$ cat src/logic/wsac_pkg.sv
// Purpose: constants for the watchdog standby/always-on control block
// Assumes: 32-bit register port, byte offsets, word aligned
// Notes:   watchdog domain modelled as a tick enable on clk
package wsac_pkg;
    localparam int         ADDR_W         = 8;
    localparam int         DATA_W         = 32;
    localparam int         PER_W          = 4;
    localparam int         KEY_W          = 8;
    localparam logic [7:0] OFS_CTRL_A     = 8'h00;
    localparam logic [7:0] OFS_CONFIG     = 8'h04;
    localparam logic [7:0] OFS_EW_CTRL    = 8'h08;
    localparam logic [7:0] OFS_INTEN_CLR  = 8'h0C;
    localparam logic [7:0] OFS_INTEN_SET  = 8'h10;
    localparam logic [7:0] OFS_INT_FLAG   = 8'h14;
    localparam logic [7:0] OFS_SYNC_BUSY  = 8'h18;
    localparam logic [7:0] OFS_CLEAR      = 8'h1C;
    localparam logic [7:0] OFS_STATUS     = 8'h20;
    // control_a_reg bit positions
    localparam int         BIT_ENABLE     = 1;
    localparam int         BIT_WEN        = 2;
    localparam int         BIT_RUN_STDBY  = 6;
    localparam int         BIT_ALWAYS_ON  = 7;
    // config field positions
    localparam int         POS_PER        = 0;
    localparam int         POS_WINDOW     = 4;
    // interrupt bits
    localparam int         INT_EW         = 0;
    localparam int         INT_SYNC       = 1;
    localparam int         INT_W          = 2;
    // sync busy bits
    localparam int         SB_ENABLE      = 1;
    localparam int         SB_WEN         = 2;
    localparam int         SB_RUN_STDBY   = 3;
    localparam int         SB_ALWAYS_ON   = 4;
    localparam int         SB_CLEAR       = 5;
    // reset values
    localparam logic [3:0] RST_PER        = 4'hB;
    localparam logic [3:0] RST_WINDOW     = 4'hB;
    localparam logic [3:0] RST_EW_OFFSET  = 4'hB;
    // watchdog ticks a write needs to land
    localparam int         SYNC_TICKS     = 2;
    localparam int         SYNC_CNT_W     = 2;
    // clear key value is arbitrary
    localparam logic [7:0] CLEAR_KEY      = 8'h5A;
endpackage

$ cat src/logic/wsac_sync_stage.sv
// Purpose: carries one written field into the watchdog tick domain
// Assumes: tick is a one-cycle enable marking watchdog clock edges
// Notes:   a newer write while busy replaces the pending value
`timescale 1ns/100ps
module wsac_sync_stage #(
    parameter int W = 1
) (
    input  wire logic         clk,
    input  wire logic         rst_n,
    input  wire logic         ce,
    input  wire logic         tick,
    input  wire logic         load,
    input  wire logic [W-1:0] d,
    output logic      [W-1:0] q,
    output logic              busy,
    output logic              done
);
    import wsac_pkg::*;

    logic [W-1:0]          pend;
    logic [SYNC_CNT_W-1:0] cnt;

    always_ff @(posedge clk or negedge rst_n) begin
        if (!rst_n) begin
            pend <= '0;
            cnt  <= '0;
            busy <= 1'b0;
            q    <= '0;
            done <= 1'b0;
        end else if (ce) begin
            done <= 1'b0;
            if (load) begin
                pend <= d;
                cnt  <= '0;
                busy <= 1'b1;
            end else if (busy && tick) begin
                if (cnt == SYNC_CNT_W'(SYNC_TICKS - 1)) begin
                    q    <= pend;
                    busy <= 1'b0;
                    done <= 1'b1;
                end else begin
                    cnt <= cnt + 1'b1;
                end
            end
        end
    end
endmodule

$ cat src/logic/wsac_ctrl.sv
// Purpose: watchdog control: standby run, write sync, always-on lock
// Assumes: rst_n is the power-on reset; inputs synchronous to clk
// Notes:   counter itself lives outside; this block steers it
`timescale 1ns/100ps
module wsac_ctrl (
    input  wire logic                          clk,
    input  wire logic                          rst_n,
    input  wire logic                          ce,
    input  wire logic [wsac_pkg::ADDR_W-1:0]   addr,
    input  wire logic [wsac_pkg::DATA_W-1:0]   wdata,
    input  wire logic                          wr,
    input  wire logic                          rd,
    output logic      [wsac_pkg::DATA_W-1:0]   rdata,
    input  wire logic                          wd_tick,
    input  wire logic                          standby,
    input  wire logic                          ew_event,
    output logic                               wd_run,
    output logic                               wd_window_en,
    output logic      [wsac_pkg::PER_W-1:0]    timeout_length,
    output logic      [wsac_pkg::PER_W-1:0]    window_length,
    output logic      [wsac_pkg::PER_W-1:0]    early_warning_offset,
    output logic                               wd_clear,
    output logic                               irq
);
    import wsac_pkg::*;

    // bus-side shadows of control_a_reg
    logic               enable_b;
    logic               wen_b;
    logic               run_in_standby_b;
    logic               always_on_lock_b;
    // watchdog-side values
    logic               enable_w;
    logic               wen_w;
    logic               run_in_standby_w;
    logic               always_on_lock_w;
    logic [KEY_W-1:0]   clear_w;
    logic [4:0]         busy;
    logic [4:0]         done;
    logic [INT_W-1:0]   int_flag;
    logic               ew_flag;
    logic               sync_flag;
    logic [INT_W-1:0]   int_en;
    logic               clear_done;

    // exact match only; partial-width accesses are not decoded
    function automatic logic hit(input logic [ADDR_W-1:0] a, input logic [7:0] ofs);
        return a == ofs;
    endfunction

    wire wr_ctrl  = wr && hit(addr, OFS_CTRL_A);
    wire wr_cfg   = wr && hit(addr, OFS_CONFIG);
    wire wr_ew    = wr && hit(addr, OFS_EW_CTRL);
    wire wr_iclr  = wr && hit(addr, OFS_INTEN_CLR);
    wire wr_iset  = wr && hit(addr, OFS_INTEN_SET);
    wire wr_flag  = wr && hit(addr, OFS_INT_FLAG);
    wire wr_clear = wr && hit(addr, OFS_CLEAR);
    // lock counts from the write onward, not only once it has crossed
    wire locked   = always_on_lock_b;

    // bus-side shadows so reads return the written value at once
    always_ff @(posedge clk or negedge rst_n) begin
        if (!rst_n) begin
            enable_b <= 1'b0;
        end else if (ce && wr_ctrl) begin
            enable_b <= wdata[BIT_ENABLE];
        end
    end

    always_ff @(posedge clk or negedge rst_n) begin
        if (!rst_n) begin
            wen_b <= 1'b0;
        end else if (ce && wr_ctrl) begin
            wen_b <= wdata[BIT_WEN];
        end
    end

    always_ff @(posedge clk or negedge rst_n) begin
        if (!rst_n) begin
            run_in_standby_b <= 1'b0;
        end else if (ce && wr_ctrl) begin
            run_in_standby_b <= wdata[BIT_RUN_STDBY];
        end
    end

    // only a power-on reset drops the lock; a zero write is ignored
    always_ff @(posedge clk or negedge rst_n) begin
        if (!rst_n) begin
            always_on_lock_b <= 1'b0;
        end else if (ce && wr_ctrl && wdata[BIT_ALWAYS_ON]) begin
            always_on_lock_b <= 1'b1;
        end
    end

    // each write-synchronized field crosses on its own stage
    // any control write reloads all three field stages at once
    wsac_sync_stage #(.W(1)) u_sync_enable (
        .clk   (clk),
        .rst_n (rst_n),
        .ce    (ce),
        .tick  (wd_tick),
        .load  (wr_ctrl),
        .d     (wdata[BIT_ENABLE]),
        .q     (enable_w),
        .busy  (busy[0]),
        .done  (done[0])
    );

    wsac_sync_stage #(.W(1)) u_sync_wen (
        .clk   (clk),
        .rst_n (rst_n),
        .ce    (ce),
        .tick  (wd_tick),
        .load  (wr_ctrl),
        .d     (wdata[BIT_WEN]),
        .q     (wen_w),
        .busy  (busy[1]),
        .done  (done[1])
    );

    wsac_sync_stage #(.W(1)) u_sync_stdby (
        .clk   (clk),
        .rst_n (rst_n),
        .ce    (ce),
        .tick  (wd_tick),
        .load  (wr_ctrl),
        .d     (wdata[BIT_RUN_STDBY]),
        .q     (run_in_standby_w),
        .busy  (busy[2]),
        .done  (done[2])
    );

    // a zero write never reaches the lock stage
    wsac_sync_stage #(.W(1)) u_sync_aon (
        .clk   (clk),
        .rst_n (rst_n),
        .ce    (ce),
        .tick  (wd_tick),
        .load  (wr_ctrl && wdata[BIT_ALWAYS_ON]),
        .d     (1'b1),
        .q     (always_on_lock_w),
        .busy  (busy[3]),
        .done  (done[3])
    );

    wsac_sync_stage #(.W(KEY_W)) u_sync_clear (
        .clk   (clk),
        .rst_n (rst_n),
        .ce    (ce),
        .tick  (wd_tick),
        .load  (wr_clear),
        .d     (wdata[KEY_W-1:0]),
        .q     (clear_w),
        .busy  (busy[4]),
        .done  (clear_done)
    );

    assign done[4] = clear_done;

    // timing configuration, frozen while locked
    always_ff @(posedge clk or negedge rst_n) begin
        if (!rst_n) begin
            timeout_length <= RST_PER;
        end else if (ce && wr_cfg && !locked) begin
            timeout_length <= wdata[POS_PER +: PER_W];
        end
    end

    always_ff @(posedge clk or negedge rst_n) begin
        if (!rst_n) begin
            window_length <= RST_WINDOW;
        end else if (ce && wr_cfg && !locked) begin
            window_length <= wdata[POS_WINDOW +: PER_W];
        end
    end

    always_ff @(posedge clk or negedge rst_n) begin
        if (!rst_n) begin
            early_warning_offset <= RST_EW_OFFSET;
        end else if (ce && wr_ew && !locked) begin
            early_warning_offset <= wdata[PER_W-1:0];
        end
    end

    // interrupt enables ignore the lock
    always_ff @(posedge clk or negedge rst_n) begin
        if (!rst_n) begin
            int_en <= '0;
        end else if (ce) begin
            if (wr_iset) begin
                int_en <= int_en | wdata[INT_W-1:0];
            end else if (wr_iclr) begin
                int_en <= int_en & ~wdata[INT_W-1:0];
            end
        end
    end

    // sticky flags; a new event beats a same-cycle clear
    always_ff @(posedge clk or negedge rst_n) begin
        if (!rst_n) begin
            ew_flag <= 1'b0;
        end else if (ce) begin
            if (ew_event) begin
                ew_flag <= 1'b1;
            end else if (wr_flag && wdata[INT_EW]) begin
                ew_flag <= 1'b0;
            end
        end
    end

    // any landed write raises it, so software need not poll busy
    always_ff @(posedge clk or negedge rst_n) begin
        if (!rst_n) begin
            sync_flag <= 1'b0;
        end else if (ce) begin
            if (|done) begin
                sync_flag <= 1'b1;
            end else if (wr_flag && wdata[INT_SYNC]) begin
                sync_flag <= 1'b0;
            end
        end
    end

    assign int_flag = {sync_flag, ew_flag};

    assign irq = |(int_flag & int_en);

    // run decision in the watchdog domain
    // configuration is kept; only counting halts in standby, and not when run_in_standby_w is set
    always_ff @(posedge clk or negedge rst_n) begin
        if (!rst_n) begin
            wd_run <= 1'b0;
        end else if (ce) begin
            wd_run <= (enable_w || always_on_lock_w)
                   && (!standby || run_in_standby_w);
        end
    end

    // window off under lock gives plain always-on mode
    always_ff @(posedge clk or negedge rst_n) begin
        if (!rst_n) begin
            wd_window_en <= 1'b0;
        end else if (ce) begin
            wd_window_en <= wen_w;
        end
    end

    // key judged only once the write has crossed
    always_ff @(posedge clk or negedge rst_n) begin
        if (!rst_n) begin
            wd_clear <= 1'b0;
        end else if (ce) begin
            wd_clear <= clear_done && (clear_w == CLEAR_KEY);
        end
    end

    // read data one cycle after the strobe; unmapped reads zero
    always_ff @(posedge clk or negedge rst_n) begin
        if (!rst_n) begin
            rdata <= '0;
        end else if (ce) begin
            rdata <= '0;
            if (rd) begin
                case (addr)
                    OFS_CTRL_A: begin
                        rdata[BIT_ENABLE]    <= enable_b;
                        rdata[BIT_WEN]       <= wen_b;
                        rdata[BIT_RUN_STDBY] <= run_in_standby_b;
                        rdata[BIT_ALWAYS_ON] <= always_on_lock_b;
                    end
                    OFS_CONFIG: begin
                        rdata[POS_PER +: PER_W]    <= timeout_length;
                        rdata[POS_WINDOW +: PER_W] <= window_length;
                    end
                    OFS_EW_CTRL: begin
                        rdata[PER_W-1:0] <= early_warning_offset;
                    end
                    OFS_INTEN_CLR, OFS_INTEN_SET: begin
                        rdata[INT_W-1:0] <= int_en;
                    end
                    OFS_INT_FLAG: begin
                        rdata[INT_W-1:0] <= int_flag;
                    end
                    OFS_SYNC_BUSY: begin
                        rdata[SB_ENABLE]    <= busy[0];
                        rdata[SB_WEN]       <= busy[1];
                        rdata[SB_RUN_STDBY] <= busy[2];
                        rdata[SB_ALWAYS_ON] <= busy[3];
                        rdata[SB_CLEAR]     <= busy[4];
                    end
                    // synced values, so software sees what the counter obeys
                    OFS_STATUS: begin
                        rdata[0] <= wd_run;
                        rdata[1] <= always_on_lock_w;
                        rdata[2] <= wd_window_en;
                    end
                    default: begin
                        rdata <= '0;
                    end
                endcase
            end
        end
    end
endmodule

$ cat config.mk
export PLATFORM = sky130hd
export DESIGN_NAME = wsac_ctrl
export DESIGN_NICKNAME = d
export VERILOG_FILES = /design/src/logic/wsac_pkg.sv /design/src/logic/wsac_sync_stage.sv /design/src/logic/wsac_ctrl.sv
export SDC_FILE = /design/constraint.sdc
export NUM_CORES = 1
export LEC_CHECK = 0
export ABC_CLOCK_PERIOD_IN_PS = 1500
export BUFFER_PORTS_ARGS = -buffer_cell sky130_fd_sc_hd__buf_2
export CAP_MARGIN = 20
export CORE_MARGIN = 2
export CORE_UTILIZATION = 35
export CTS_CLUSTER_SIZE = 14
export DETAILED_ROUTE_END_ITERATION = 6
export GPL_TIMING_DRIVEN = 0
export PLACE_DENSITY = 0.58
export SETUP_SLACK_MARGIN = 0.2
export SYNTH_ARGS = -nofsm -noshare
export SYNTH_HDL_FRONTEND = slang
export SYNTH_HIERARCHICAL = 1
export SYNTH_SLANG_ARGS = --single-unit
export TNS_END_PERCENT = 50
$ cat constraint.sdc
create_clock -name clk -period 1.5 [get_ports clk]
set_input_delay 0.225 -clock clk [delete_from_list [all_inputs] [get_ports clk]]
set_output_delay 0.225 -clock clk [all_outputs]
set_load 0.005 [all_outputs]
Word-level counts from Yosys, hierarchy flattened
Cells that the tools add are included.
{"block": "word_totals", "register_bits": 99, "out_inout_bits": 48, "wordCells": 193}
{"block": "op_classes", "n_reduce_logical": 65, "n_eq_ne": 19, "n_mux": 58, "n_bitwise": 7, "add_sub_neg": 5}
{"cell": "$mux 1", "n": 34}
{"cell": "$mux 2", "n": 17}
{"cell": "$eq 8x5->1 const B", "n": 4}
{"cell": "$reduce_and 3->1", "n": 10}
{"cell": "$reduce_bool 2->1", "n": 13}
{"cell": "$logic_and 1x1->1", "n": 23}
{"cell": "$reduce_and 4->1", "n": 5}
{"cell": "$eq 8x4->1 const B", "n": 2}
{"cell": "$reduce_and 2->1", "n": 6}
{"cell": "$add 2x1->2 const B", "n": 5}
{"cell": "$eq 2x1->1 const B", "n": 5}
{"cell": "$pmux 1 s5", "n": 2}
{"cell": "$eq 8x3->1 const B", "n": 1}
{"cell": "$eq 8x6->1 const B", "n": 1}
{"cell": "$eq 8x7->1 const B", "n": 1}
{"cell": "$logic_not 8->1", "n": 1}
{"cell": "$mux 8", "n": 1}
{"cell": "$pmux 2 s2", "n": 2}
{"cell": "$pmux 1 s7", "n": 1}
{"cell": "$ne 2x2->1 const B", "n": 3}
{"cell": "$reduce_or 5->1", "n": 1}
{"cell": "$and 2x2->2", "n": 2}
{"cell": "$ne 2x1->1 const B", "n": 2}
{"cell": "$reduce_or 2->1", "n": 2}
{"cell": "6 further kinds", "n": 10}

Longest topological paths before layout
Gate-level depths: netlist of run 1.
{"block": "depth", "word_depth": 5, "ltp_mapped": 7, "ltp_nobuf": 5}

Modules after synthesis
Netlist of run 1, hierarchy kept.
{"mod": "wsac_ctrl", "cells_per_inst": 173, "area_per_inst_um2": 1883.1, "instances": 1}
{"mod": "wsac_sync_stage at u_sync_aon ...", "cells_per_inst": 24, "area_per_inst_um2": 287.8, "instances": 4}
{"mod": "wsac_sync_stage at u_sync_clear", "cells_per_inst": 55, "area_per_inst_um2": 833.3, "instances": 1}

Worst setup path after synthesis of run 1
No wires, ideal clock.
{"block": "synth_path", "kind": "input to register", "startpoint": "input addr[2] (netlist name)", "endpoint": "register u_sync_aon.q", "t_arrival_ns": 1.727, "path_stages": 6, "setup_ns": 0.128, "path_buffers": 1, "slack_ns": -0.354, "path_cell_list": "clkbuf_1 > nor2_1 > and4_1 > and2_1 > nor3b_2 > mux2_1"}
{"block": "synth_via", "elab_chain_cells": 5}
{"item": "start, declared", "line": "wsac_ctrl.sv:9", "rtl": "input wire logic [wsac_pkg::ADDR_W-1:0] addr,"}
{"item": "$logic_not 8->1", "line": "wsac_ctrl.sv:48", "rtl": "return a == ofs;"}
{"item": "$logic_and 1x1->1", "line": "wsac_ctrl.sv:51", "rtl": "wire wr_ctrl = wr && hit(addr, OFS_CTRL_A);"}
{"item": "via wr_ctrl", "line": "wsac_ctrl.sv:51"}
{"item": "$logic_and 1x1->1", "line": "wsac_ctrl.sv:139", "rtl": ".load (wr_ctrl && wdata[BIT_ALWAYS_ON]),"}
{"item": "$not 1->1 (no source line)"}
{"item": "$reduce_and 4->1 (no source line)"}
{"item": "end signal, assigned", "line": "wsac_sync_stage.sv:38", "rtl": "q <= pend;"}
{"item": "end, declared", "line": "wsac_sync_stage.sv:14", "rtl": "output logic [W-1:0] q,"}
The timed path passes the listed nets, and every way through them passes these cells.
A chain may end at the register's enable or synchronous reset.

==> metrics.md, run 1 <==
| Metric | Value |
|---|---|
| Run status | `completed` |
| Hold path startpoint | `wdata[5]` |
| Total Power | `around 4.3 mW` |
| Combinational share of power | `10.6%` |
| TritonCTS clock tree | `done` |
| Final non-filler cell total | `about 580` |
| GP Congestion | `just over 0.8` |
| Die area | `about 12000 µm²` |
| Initial Util | `between 30 and 40%` |
| Max Freq | `between 0.6 and 0.7 GHz` |
| Switching fraction of total power | `between 20% and 30%` |
| Critical path type | `primary input to flip-flop` |
| Design Area, Final | `between 5000 and 6000 µm²` |
| Slew @ Worst Pin | `0.624 ns` |
| Initial antenna violation count | `0` |
| Clk buf depth | `2` |
| R2R setup slack | `~0.07 ns` |
| RSZ-0062 raised after global routing | `true` |
| IO buf count | `46` |
| Worst flop-to-flop path endpoint | `u_sync_wen/q` |
| Slew margin rel. | `58.2%` |
| Slew Viols, Final | `0` |
| Worst reg-to-reg path cell count | `5` |
| Post-synthesis cell count | `roughly 320` |
| H-tree depth | `3` |
| Commonest cells after routing, fill and taps aside | `dfrtp_1 (65), buf_4 (51), buf_2 (39)` |
| Final worst-path cycle share | `97.4%` |
| Layout area overhead | `34.0%` |
| HPWL Detailed | `about 6700 µm` |
| Total wire length | `a little under 10000 µm` |
| Sequential-to-total area share from yosys stat | `about half` |
| Number of global-route vias before repair | `roughly 2900` |
| Kind of end point of the critical path | `flip-flop` |
| Startpoint types | `primary input` |
| Worst EP required | `between 1.5 and 2 ns` |
| Worst reg2reg startpoint | `u_sync_wen/cnt[1]` |
| IO Pins | `96` |
| Yosys reg bits | `75` |
| Final hold violations | `0` |
| Power Dens Cells | `between 800 and 900 nW/µm²` |
| Post-Place Cells | `534` |
| Worst hold slack | `~0.12 ns` |
| Final antenna-violating net count | `0` |
| DRC | `0` |
| Main synth FF type | `dfrtp_1` |
| FFs w/ async S/R, synth | `100%` |
| Post-synth EDFFs | `0` |
| # clock sinks | `75` |
| Cell area after synthesis | `3870 µm²` |
| Syn avg cell area | `11.9 µm²` |
| Tmin final | `1.46 ns` |
| Number of fillers in the final layout | `just over 1000` |
| Row cnt | `38` |
| GRT Overall Usage | `between 15 and 20%` |
| First-pass GRT wire length | `15200 µm` |
| Number of warnings issued by yosys | `6` |
| Clk pin slew, worst setup/hold paths | `0.07 ns` |
| Hold WC Path Type | `primary input to flip-flop` |
| ANT cells | `0` |
| WP data arrival | `1.70 ns` |
| FF+latch area | `1890 µm²` |
| Starting DRT DRC Count | `about 170` |
| DRT Pass-1 Iters | `5` |
| Clock Skew | `~0.0095 ns` |
| Leak | `about 2.6 nW` |
| Hold Path Sink | `u_sync_clear/pend[5]` |
| Num CTS Buffers | `9` |
| Overflow after GRT | `0` |
| Commonest non-fill, non-tap cell in the layout | `dfrtp_1` |
| Crit-path max FO | `4` |
| Core Region | `between 10000 and 15000 µm²` |
| Root buf cell | `clkbuf_8` |
| Clock Latency Late Sink | `~0.36 ns` |
| Largest net degree at the start of global routing | `50` |
| Power Internal | `approximately 3.3 mW` |
| Clock share of power | `slightly above 40%` |
| Final setup fails | `0` |
| DIE HEIGHT | `between 100 and 150 µm` |
| Count of nets after finishing | `between 400 and 500` |
| Share of cells above drive strength 1 | `about half` |
| Max Cap Viol | `0` |
| Post-DR vias/cell | `between 5 and 6` |
| DP Area | `~4500 µm²` |
| Area of the multi-input gates | `slightly above 2000 µm²` |
| WHS Path Cells | `2` |
| Sw Pwr | `a little over 1 mW` |
| Die W | `around 110 µm` |
| Avg WL per Cell | `16.8 µm` |
| Worst VDD drop | `459 µV` |
| Sequential share of power | `roughly 49%` |
| Netlist cell types | `57` |
| Detailed-route via count | `2912` |
| Post-layout util | `between 40% and 50%` |
[state kept, by name (all words and copies together) (netlist names), 2 cells and up, named ones only]
signal                flops
early_warning_offset      4
rdata                     8
timeout_length            4
u_sync_aon/cnt            2
u_sync_clear/cnt          2
u_sync_clear/pend         8
u_sync_clear/q            8
u_sync_enable/cnt         2
u_sync_stdby/cnt          2
u_sync_wen/cnt            2
window_length             4
[worst max-delay path, stage by stage]
cell and delay [ns]:
buf_12 0.11, or3b_4 0.40, a2111oi_4 0.46, nand4_1 0.18
mux2_4 0.33
[metrics by stage]
stage	setup slack [ns]	setup TNS [ns]
2_1_floorplan	-0.121	-0.400
6_report	0.0387	0
3_3_place_gp	-0.578	-34.91
5_1_grt	0.0121	0
4_1_cts	0.0610	0
3_5_place_dp	-0.566	-16.10
[synth_stat cells, types with 6 or more instances]
master	number	share of area, %
dfstp_2	9	6.1
dfrtp_1	66	43
mux2_1	12	3.5
nand2_1	23	2.2
o22ai_1	7	1.1
o2bb2ai_1	9	2.0
nor2_1	6	0.58
buf_4	26	5.0
nand3b_1	8	1.6
mux2i_1	8	2.1
inv_1	17	1.6
mux2_2	35	10
[worst max path at each step]
stage                         from                      end  slack (ns)  cells after the start
6_report                   addr[3]                flip-flop        0.04                      5
5_1_grt        u_sync_clear/cnt[1]        u_sync_clear/q[1]        0.01                      5
4_1_cts        u_sync_clear/cnt[1]        u_sync_clear/q[3]        0.06                      5
3_5_place_dp               addr[1]  early_warning_offset[2]       -0.57                      4
3_3_place_gp               addr[1]        timeout_length[2]       -0.58                      4
2_1_floorplan              addr[3]                flip-flop       -0.12                      5
[area by class of cell]
class,count,share of cell area [%]
Sequential cell,75,36.5
Timing Repair Buffer,73,10.3
Buffer,31,5.05
Clock buffer,12,2.99
Clock inverter,4,1.40
Inverter,22,1.59
Multi-Input combinational cell,220,38.9
Tap cell,140,3.38
[layer usage]
layer	wire length (µm)	global-route usage (%)
met2	4550	26.3
met3	485	3.35
met4	176	7.33
met1	4470	23.1
met5	0	0
[kinds of logic after synthesis]
logic type | count (synthesis) | share of synthesized area [%]
flip-flops | 75 | 48.8
AND/OR/NAND/NOR | 84 | 15.3
other | 2 | 0.194
buffers and inverters | 53 | 7.89
multiplexers | 55 | 15.8
adder cells (fa/ha/maj) | 5 | 1.62
AO/OA/AOI/OAI | 50 | 10.5
[repair_timing]
action / in CTS / in global routing
hold endpoints to repair: 25 / 0
setup buffers: 11 / 14
endpoints found under the setup margin: 46 / 51
gates cloned: 1 / 0
pin swaps: 7 / 18
hold buffers: 1 / 0
gates resized for setup: 16 / 34
[power by group through the flow]
stage	combinational [mW]	sequential [mW]	clock, mW
3_3_place_gp	0.374	2.13	0
3_5_place_dp	0.391	2.13	0
4_1_cts	0.414	2.09	1.81
2_1_floorplan	0.217	2.12	0
6_report	0.458	2.10	1.77
5_1_grt	0.506	2.10	1.89
(Power assumes the default switching activity.)
==> run 2, diff against run 1 <==
Settings changed: CTS_CLUSTER_DIAMETER from default to 150, PLACE_DENSITY 0.58 to 0.6.
==> run 2 against run 1 <==
Against the previous run: critical path type is now flip-flop to flip-flop; routed wire length fell by 1.3%; flip-flop and latch count did not move; worst setup slack improved by 0.030 ns; maximum frequency rose by 2.1%; clock-buffer cell count fell by 1; die area did not move; sequential share of layout area fell by 0.40 points; clock power rose by 5%; clock skew rose by 0.0039 ns; register-to-register slack barely moved.
==> metrics.md, run 2 (synthesis results as in run 1) <==
| Metric | Value |
|---|---|
| Hold WC Path Type | `primary input to flip-flop` |
| Worst reg2reg startpoint | `u_sync_clear/cnt[1]` |
| Critical path type | `flip-flop to flip-flop` |
| Design Area, Final | `5250 µm² (+1.3%)` |
| Worst path depth | `5 (unchanged)` |
| Avg WL per Cell | `16.3 µm (-2.7%)` |
| Area of the multi-input gates | `2020 µm² (+0.37%)` |
| Worst reg-to-reg path cell count | `5 (unchanged)` |
| Commonest non-fill, non-tap cell in the layout | `dfrtp_1` |
| Worst VDD drop | `356 µV (-22%)` |
| DRC | `0 (unchanged)` |
| Leak | `2.62 nW (+1.2%)` |
| IO buf count | `46 (unchanged)` |
| Initial antenna violation count | `0 (unchanged)` |
| HPWL Detailed | `6590 µm (-0.96%)` |
| Crit-path max FO | `4 (unchanged)` |
| Commonest cells after routing, fill and taps aside | `dfrtp_1 (62), buf_4 (58), buf_2 (39)` |
| CP endpoint | `u_sync_clear/q[7]` |
| Starting DRT DRC Count | `134 (-20%)` |
| GRT Overall Usage | `17.1% (+0.064 points)` |
| Post-layout util | `48.6% (+0.63 points)` |
| Max Cap Viol | `0 (unchanged)` |
| Final setup fails | `0 (unchanged)` |
| Root buf cell | `clkbuf_8` |
| R2R setup slack | `0.07 ns (about the same)` |
| Worst EP required | `1.74 ns (about the same)` |
| Die area | `11900 µm² (unchanged)` |
| Biggest regs | `rdata: 8 flops, u_sync_clear/pend: 8 flops, u_sync_clear/q: 8 flops` |
| Count of nets after finishing | `493 (+1.6%)` |
| Slew @ Worst Pin | `0.565 ns (-0.0589 ns)` |
| GP Congestion | `0.823 (-0.78%)` |
| Num CTS Buffers | `9 (unchanged)` |
| Tmin final | `1.43 ns (-0.0296 ns)` |
| Post-DR vias/cell | `5.06 (+0.29%)` |
| Worst flop-to-flop path endpoint | `u_sync_clear/q[7]` |
| Power Dens Cells | `839 nW/µm² (+0.64%)` |
| Core Region | `10800 µm² (unchanged)` |
| ANT cells | `0 (unchanged)` |
| Kind of end point of the critical path | `flip-flop` |
| IO Pins | `96 (unchanged)` |
| Final antenna-violating net count | `0 (unchanged)` |
| Cell-by-cell listing of the critical path | `inv_2, ha_4, nand4_4, nor2_4, mux2_4` |
| Max Freq | `0.699 GHz (+2.1%)` |
| # clock sinks | `75 (unchanged)` |
| Die W | `109 µm (unchanged)` |
| CP max-delay cell | `dfrtp_1` |
| DIE HEIGHT | `109 µm (unchanged)` |
| Run status | `completed` |
| Largest net degree at the start of global routing | `50 (unchanged)` |
| Slew Viols, Final | `0 (unchanged)` |
| DP Area | `4530 µm² (unchanged)` |
| H-tree depth | `3 (unchanged)` |
| Number of fillers in the final layout | `984 (-3.1%)` |
| Worst setup path startpoint | `u_sync_clear/cnt[1]` |
| Top delay family on crit path | `simple AND/OR/NAND/NOR gates` |
| RSZ-0062 raised after global routing | `true` |
| Clock Skew | `0.0134 ns (+0.00386 ns)` |
| Slew margin rel. | `62.2% (+3.9 points)` |
| Startpoint types | `flip-flop` |
| Layout area overhead | `35.7%` |
| Row cnt | `38 (unchanged)` |
| Initial Util | `35.8% (unchanged)` |
| Clock Latency Late Sink | `0.36 ns (about the same)` |
| WP data arrival | `1.67 ns (-0.03 ns)` |
| Share of cells above drive strength 1 | `51.7% (+1.3 points)` |
| Bufs and invs on worst path | `1 (unchanged)` |
| Total wire length | `9560 µm (-1.3%)` |
| FF+latch area | `1890 µm² (+0.20%)` |
| Slowest Stage Delay on Critical Path | `0.39 ns (-0.07 ns)` |
| DRT Pass-1 Iters | `4 (-1)` |
| Final hold violations | `0 (unchanged)` |
| Clk pin slew, worst setup/hold paths | `0.08 ns (about the same)` |
| Detailed-route via count | `2961 (+1.7%)` |
| Number of global-route vias before repair | `2987 (+3.5%)` |
| Overflow after GRT | `0 (unchanged)` |
| TritonCTS clock tree | `done` |
| First-pass GRT wire length | `15400 µm (+1.6%)` |
| Final worst-path cycle share | `95.4% (-2.0 points)` |
| Clk buf depth | `2 (unchanged)` |
run 2: changes by cell type in the layout (fill, tap and decap cells not counted), sizes merged:
cell,delta
bufinv,+1
clkbuf,-1
buf,+8
run 2: area by class of cell:
| cell class | instances | area share (%) |
|---|---|---|
| plain buffers | 31 | 4.98 |
| clock buffers | 11 | 2.50 |
| clock inverters | 5 | 1.95 |
| inverters | 22 | 1.57 |
| multi-input cells | 220 | 38.5 |
| flip-flops and latches | 75 | 36.1 |
| well taps | 140 | 3.34 |
| repair buffers | 81 | 11.1 |
run 2: power breakdown:
| part | internal, mW | total (mW) | switching (mW) |
|---|---|---|---|
| clock network | 1.10 | 1.85 | 0.746 |
| registers | 2.06 | 2.10 | 0.0334 |
| logic | 0.216 | 0.457 | 0.241 |
run 2: worst min-delay path by stage:
stage	startpoint	end	slack (ns)	depth (start not counted)
after CTS	ew_event	ew_flag	0.1	2
after global routing	wdata[5]	u_sync_clear/pend[5]	0.11	2
final	ew_event	ew_flag	0.12	2
after floorplan	rst_n	async pin	-0.07	0
after detailed placement	rst_n	u_sync_clear/pend[4]	0.17	1
after global placement	u_sync_wen/done	u_sync_wen/done	0.46	1
run 2: timing repair:
item | CTS | global route
resized for setup | 21 | 37
hold buffers | 1 | 0
cloned | 1 | 0
setup buffers | 16 | 17
setup endpoints to repair | 44 | 54
hold endpoints to repair | 20 | 0
pin swaps | 10 | 14
run 2: worst reg2reg max path, delay by kind of cell, from the launching register on:
family / cells / cell delay (ns)
buffers and inverters: 1 / 0.08
adders and majority gates: 1 / 0.14
and+or+nand+nor: 2 / 0.40
muxes: 1 / 0.32
DFF: 1 / 0.39
run 2: per-stage QoR:
stage	cells	total power, mW	setup slack, ns	hold WS, ns	setup TNS (ns)
3_5_place_dp	534	2.52	-0.571	0.167	-15.99
3_3_place_gp	533	2.50	-0.573	0.459	-33.46
4_1_cts	568	4.40	0.0688	0.0998	0
6_report	585	4.40	0.0684	0.118	0
5_1_grt	585	4.60	0.0109	0.108	0
2_1_floorplan	347	2.34	-0.121	-0.0706	-0.400
run 2: per-layer routing:
layer  wire length (µm)  up-vias  global-route usage, %
li1                   -     1382                      -
met1               4460     1493                   23.9
met2               4490       71                   25.8
met3                420       15                   2.87
met4                189        0                   7.78
met5                  0        -                      0
==> run 3, diff against run 2 <==
Settings changed: BUFFER_PORTS_ARGS -buffer_cell sky130_fd_sc_hd__buf_2 to default, DONT_BUFFER_PORTS from default to 1, PLACE_DENSITY 0.6 to default, PLACE_DENSITY_LB_ADDON from default to 0.08.
==> run 3 against run 2 <==
Against the previous run: the run now ends with negative hold slack left; sequential share of layout area rose by 1.6 points; sequential power about the same; die area stayed put; worst setup slack gained 0.022 ns; non-clock buffer count fell by 31.
==> metrics.md, run 3 (synthesis results as in run 1) <==
| Metric | Value |
|---|---|
| Run status | `finished, violations left` |
| Violations in the final reports | `negative hold slack` |
| Combinational share of power | `8.7% (-1.7 points)` |
| RSZ-0062 raised after global routing | `true` |
| Final antenna-violating net count | `0 (unchanged)` |
| Post-DR vias/cell | `5.07 (+0.18%)` |
| IO buf count | `0 (-100%)` |
| Worst hold slack | `-0.441 ns (-0.559 ns)` |
| Critical path type | `flip-flop to flip-flop` |
| Area of the multi-input gates | `2010 µm² (-0.43%)` |
| Layout area overhead | `29.7%` |
| Slew Viols, Final | `0 (unchanged)` |
| Initial antenna violation count | `0 (unchanged)` |
| Clock Latency Late Sink | `0.36 ns (about the same)` |
| Crit-path max FO | `3 (-1)` |
| Root buf cell | `clkbuf_8` |
| Startpoint types | `flip-flop` |
| Leak | `2.41 nW (-8.2%)` |
| Hold WC Path Type | `primary input to async pin` |
| Tmin final | `1.41 ns (-0.0218 ns)` |
| Clock share of power | `38.5% (-3.5 points)` |
| Core Region | `10800 µm² (unchanged)` |
| Kind of end point of the critical path | `flip-flop` |
| FF+latch area | `1890 µm² (-0.13%)` |
| DIE HEIGHT | `109 µm (unchanged)` |
| Die area | `11900 µm² (unchanged)` |
| Power Internal | `3.02 mW (-11%)` |
| Num CTS Buffers | `9 (unchanged)` |
| Number of fillers in the final layout | `995 (+1.1%)` |
| Clk pin slew, worst setup/hold paths | `0.09 ns (about the same)` |
| Count of nets after finishing | `462 (-6.3%)` |
| Sequential share of power | `52.8% (+5.2 points)` |
| Switching fraction of total power | `24.1% (+0.97 points)` |
| Commonest cells after routing, fill and taps aside | `dfrtp_1 (64), buf_4 (63), mux2_2 (29)` |
| Initial Util | `35.8% (unchanged)` |
| Max Cap Viol | `0 (unchanged)` |
| Clk buf depth | `2 (unchanged)` |
| Detailed-route via count | `2809 (-5.1%)` |
| Avg WL per Cell | `18.5 µm (+13%)` |
| First-pass GRT wire length | `15500 µm (+0.58%)` |
| Clock Skew | `0.0123 ns (-0.00105 ns)` |
| Die W | `109 µm (unchanged)` |
| TritonCTS clock tree | `done` |
| GP Congestion | `0.764 (-7.2%)` |
| Max Freq | `0.709 GHz (+1.5%)` |
| Share of cells above drive strength 1 | `45.2% (-6.5 points)` |
| Overflow after GRT | `0 (unchanged)` |
| Worst EP required | `1.74 ns (about the same)` |
| Final non-filler cell total | `554 (-5.3%)` |
| # clock sinks | `75 (unchanged)` |
| Final setup fails | `0 (unchanged)` |
| Slew @ Worst Pin | `0.559 ns (-0.00621 ns)` |
| Commonest non-fill, non-tap cell in the layout | `dfrtp_1` |
| GRT Overall Usage | `17.9% (+0.84 points)` |
| Total wire length | `10200 µm (+7.0%)` |
| IO Pins | `96 (unchanged)` |
| Largest net degree at the start of global routing | `76 (+52%)` |
| ANT cells | `0 (unchanged)` |
| Final worst-path cycle share | `94.0% (-1.5 points)` |
| Final hold violations | `75 (+75)` |
| Row cnt | `38 (unchanged)` |
| Sw Pwr | `0.960 mW (-5.9%)` |
| Biggest regs | `rdata: 8 flops, u_sync_clear/pend: 8 flops, u_sync_clear/q: 8 flops` |
| WP data arrival | `1.65 ns (-0.02 ns)` |
| Starting DRT DRC Count | `123 (-8.2%)` |
| Number of global-route vias before repair | `2716 (-9.1%)` |
| H-tree depth | `3 (unchanged)` |
| Post-Place Cells | `487 (-8.8%)` |
| HPWL Detailed | `6620 µm (+0.51%)` |
| Power Dens Cells | `793 nW/µm² (-5.5%)` |
| Slew margin rel. | `62.6% (+0.42 points)` |
| DRT Pass-1 Iters | `4 (unchanged)` |
| Worst VDD drop | `335 µV (-6.0%)` |
| DRC | `0 (unchanged)` |
## run 3: changes by cell type in the layout (fill, tap and decap cells not counted), moves of 3 or more
cell           previous run  this run
clkinv_2                  1         4
buf_2                    39         1
dlygate4sd3_1             1        13
buf_4                    58        63
buf_6                     7         0
## run 3: final timing paths
path,from,end,slack [ns],cells after the start
max in group asynchronous,rst_n,timeout_length[1],1.73,0
max,sync_flag,rdata[1],0.09,4
max reg2reg,sync_flag,rdata[1],0.09,4
min reg2reg,u_sync_stdby/done,u_sync_stdby/done,0.48,1
min in group clk,wdata[1],u_sync_clear/pend[1],0.02,1
min,rst_n,u_sync_aon/cnt[1],-0.44,0
## run 3: layer usage
layer | global-route usage (%) | vias to the layer above | wire [µm]
met5 | 0 | - | 0
met4 | 6.68 | 0 | 139
met3 | 4.72 | 10 | 638
met2 | 26.5 | 73 | 4760
met1 | 25.0 | 1411 | 4690
li1 | - | 1315 | -
## run 3: timing repair
action | in CTS | in global routing
gates cloned | 1 | 0
pin swaps | 9 | 15
hold buffers | 9 | 4
endpoints found under the setup margin | 31 | 44
gates resized for setup | 7 | 25
endpoints found under the hold margin | 95 | 81
buffers inserted | 10 | 27
## run 3: per-stage QoR
| stage | utilization (%) | cell area, µm² | power [mW] | setup slack, ns | TNS, ns |
|---|---|---|---|---|---|
| floorplan | - | 4090 | 2.34 | -0.121 | -0.400 |
| global placement | 39.5 | 4270 | 2.38 | -0.539 | -8.98 |
| detailed placement | 39.5 | 4270 | 2.39 | -0.539 | -8.71 |
| CTS | 43.2 | 4660 | 3.97 | 0.0849 | 0 |
| global route | 46.5 | 5010 | 4.18 | 0.0557 | 0 |
| finish | 46.5 | 5010 | 3.98 | 0.0902 | 0 |
## run 3: cell type report
cell class	instances	share of cell area, %
Buffer	31	5.21
Clock buffer	10	2.54
Clock inverter	6	1.15
Inverter	22	1.65
Multi-Input combinational cell	220	40.1
Sequential cell	75	37.7
Tap cell	140	3.49
Timing Repair Buffer	50	8.13
## run 3: power groups by stage
stage	logic, mW	clock network, mW	registers (mW)
2_1_floorplan	0.217	0	2.12
3_3_place_gp	0.246	0	2.14
3_5_place_dp	0.250	0	2.14
4_1_cts	0.293	1.58	2.10
5_1_grt	0.378	1.69	2.11
6_report	0.345	1.53	2.10
## run 3: critical path: stages (launching register included)
cell,delay (ns)
dfrtp_1,0.43
mux2_2,0.28
a22o_1,0.17
and3_1,0.17
a221o_1,0.25
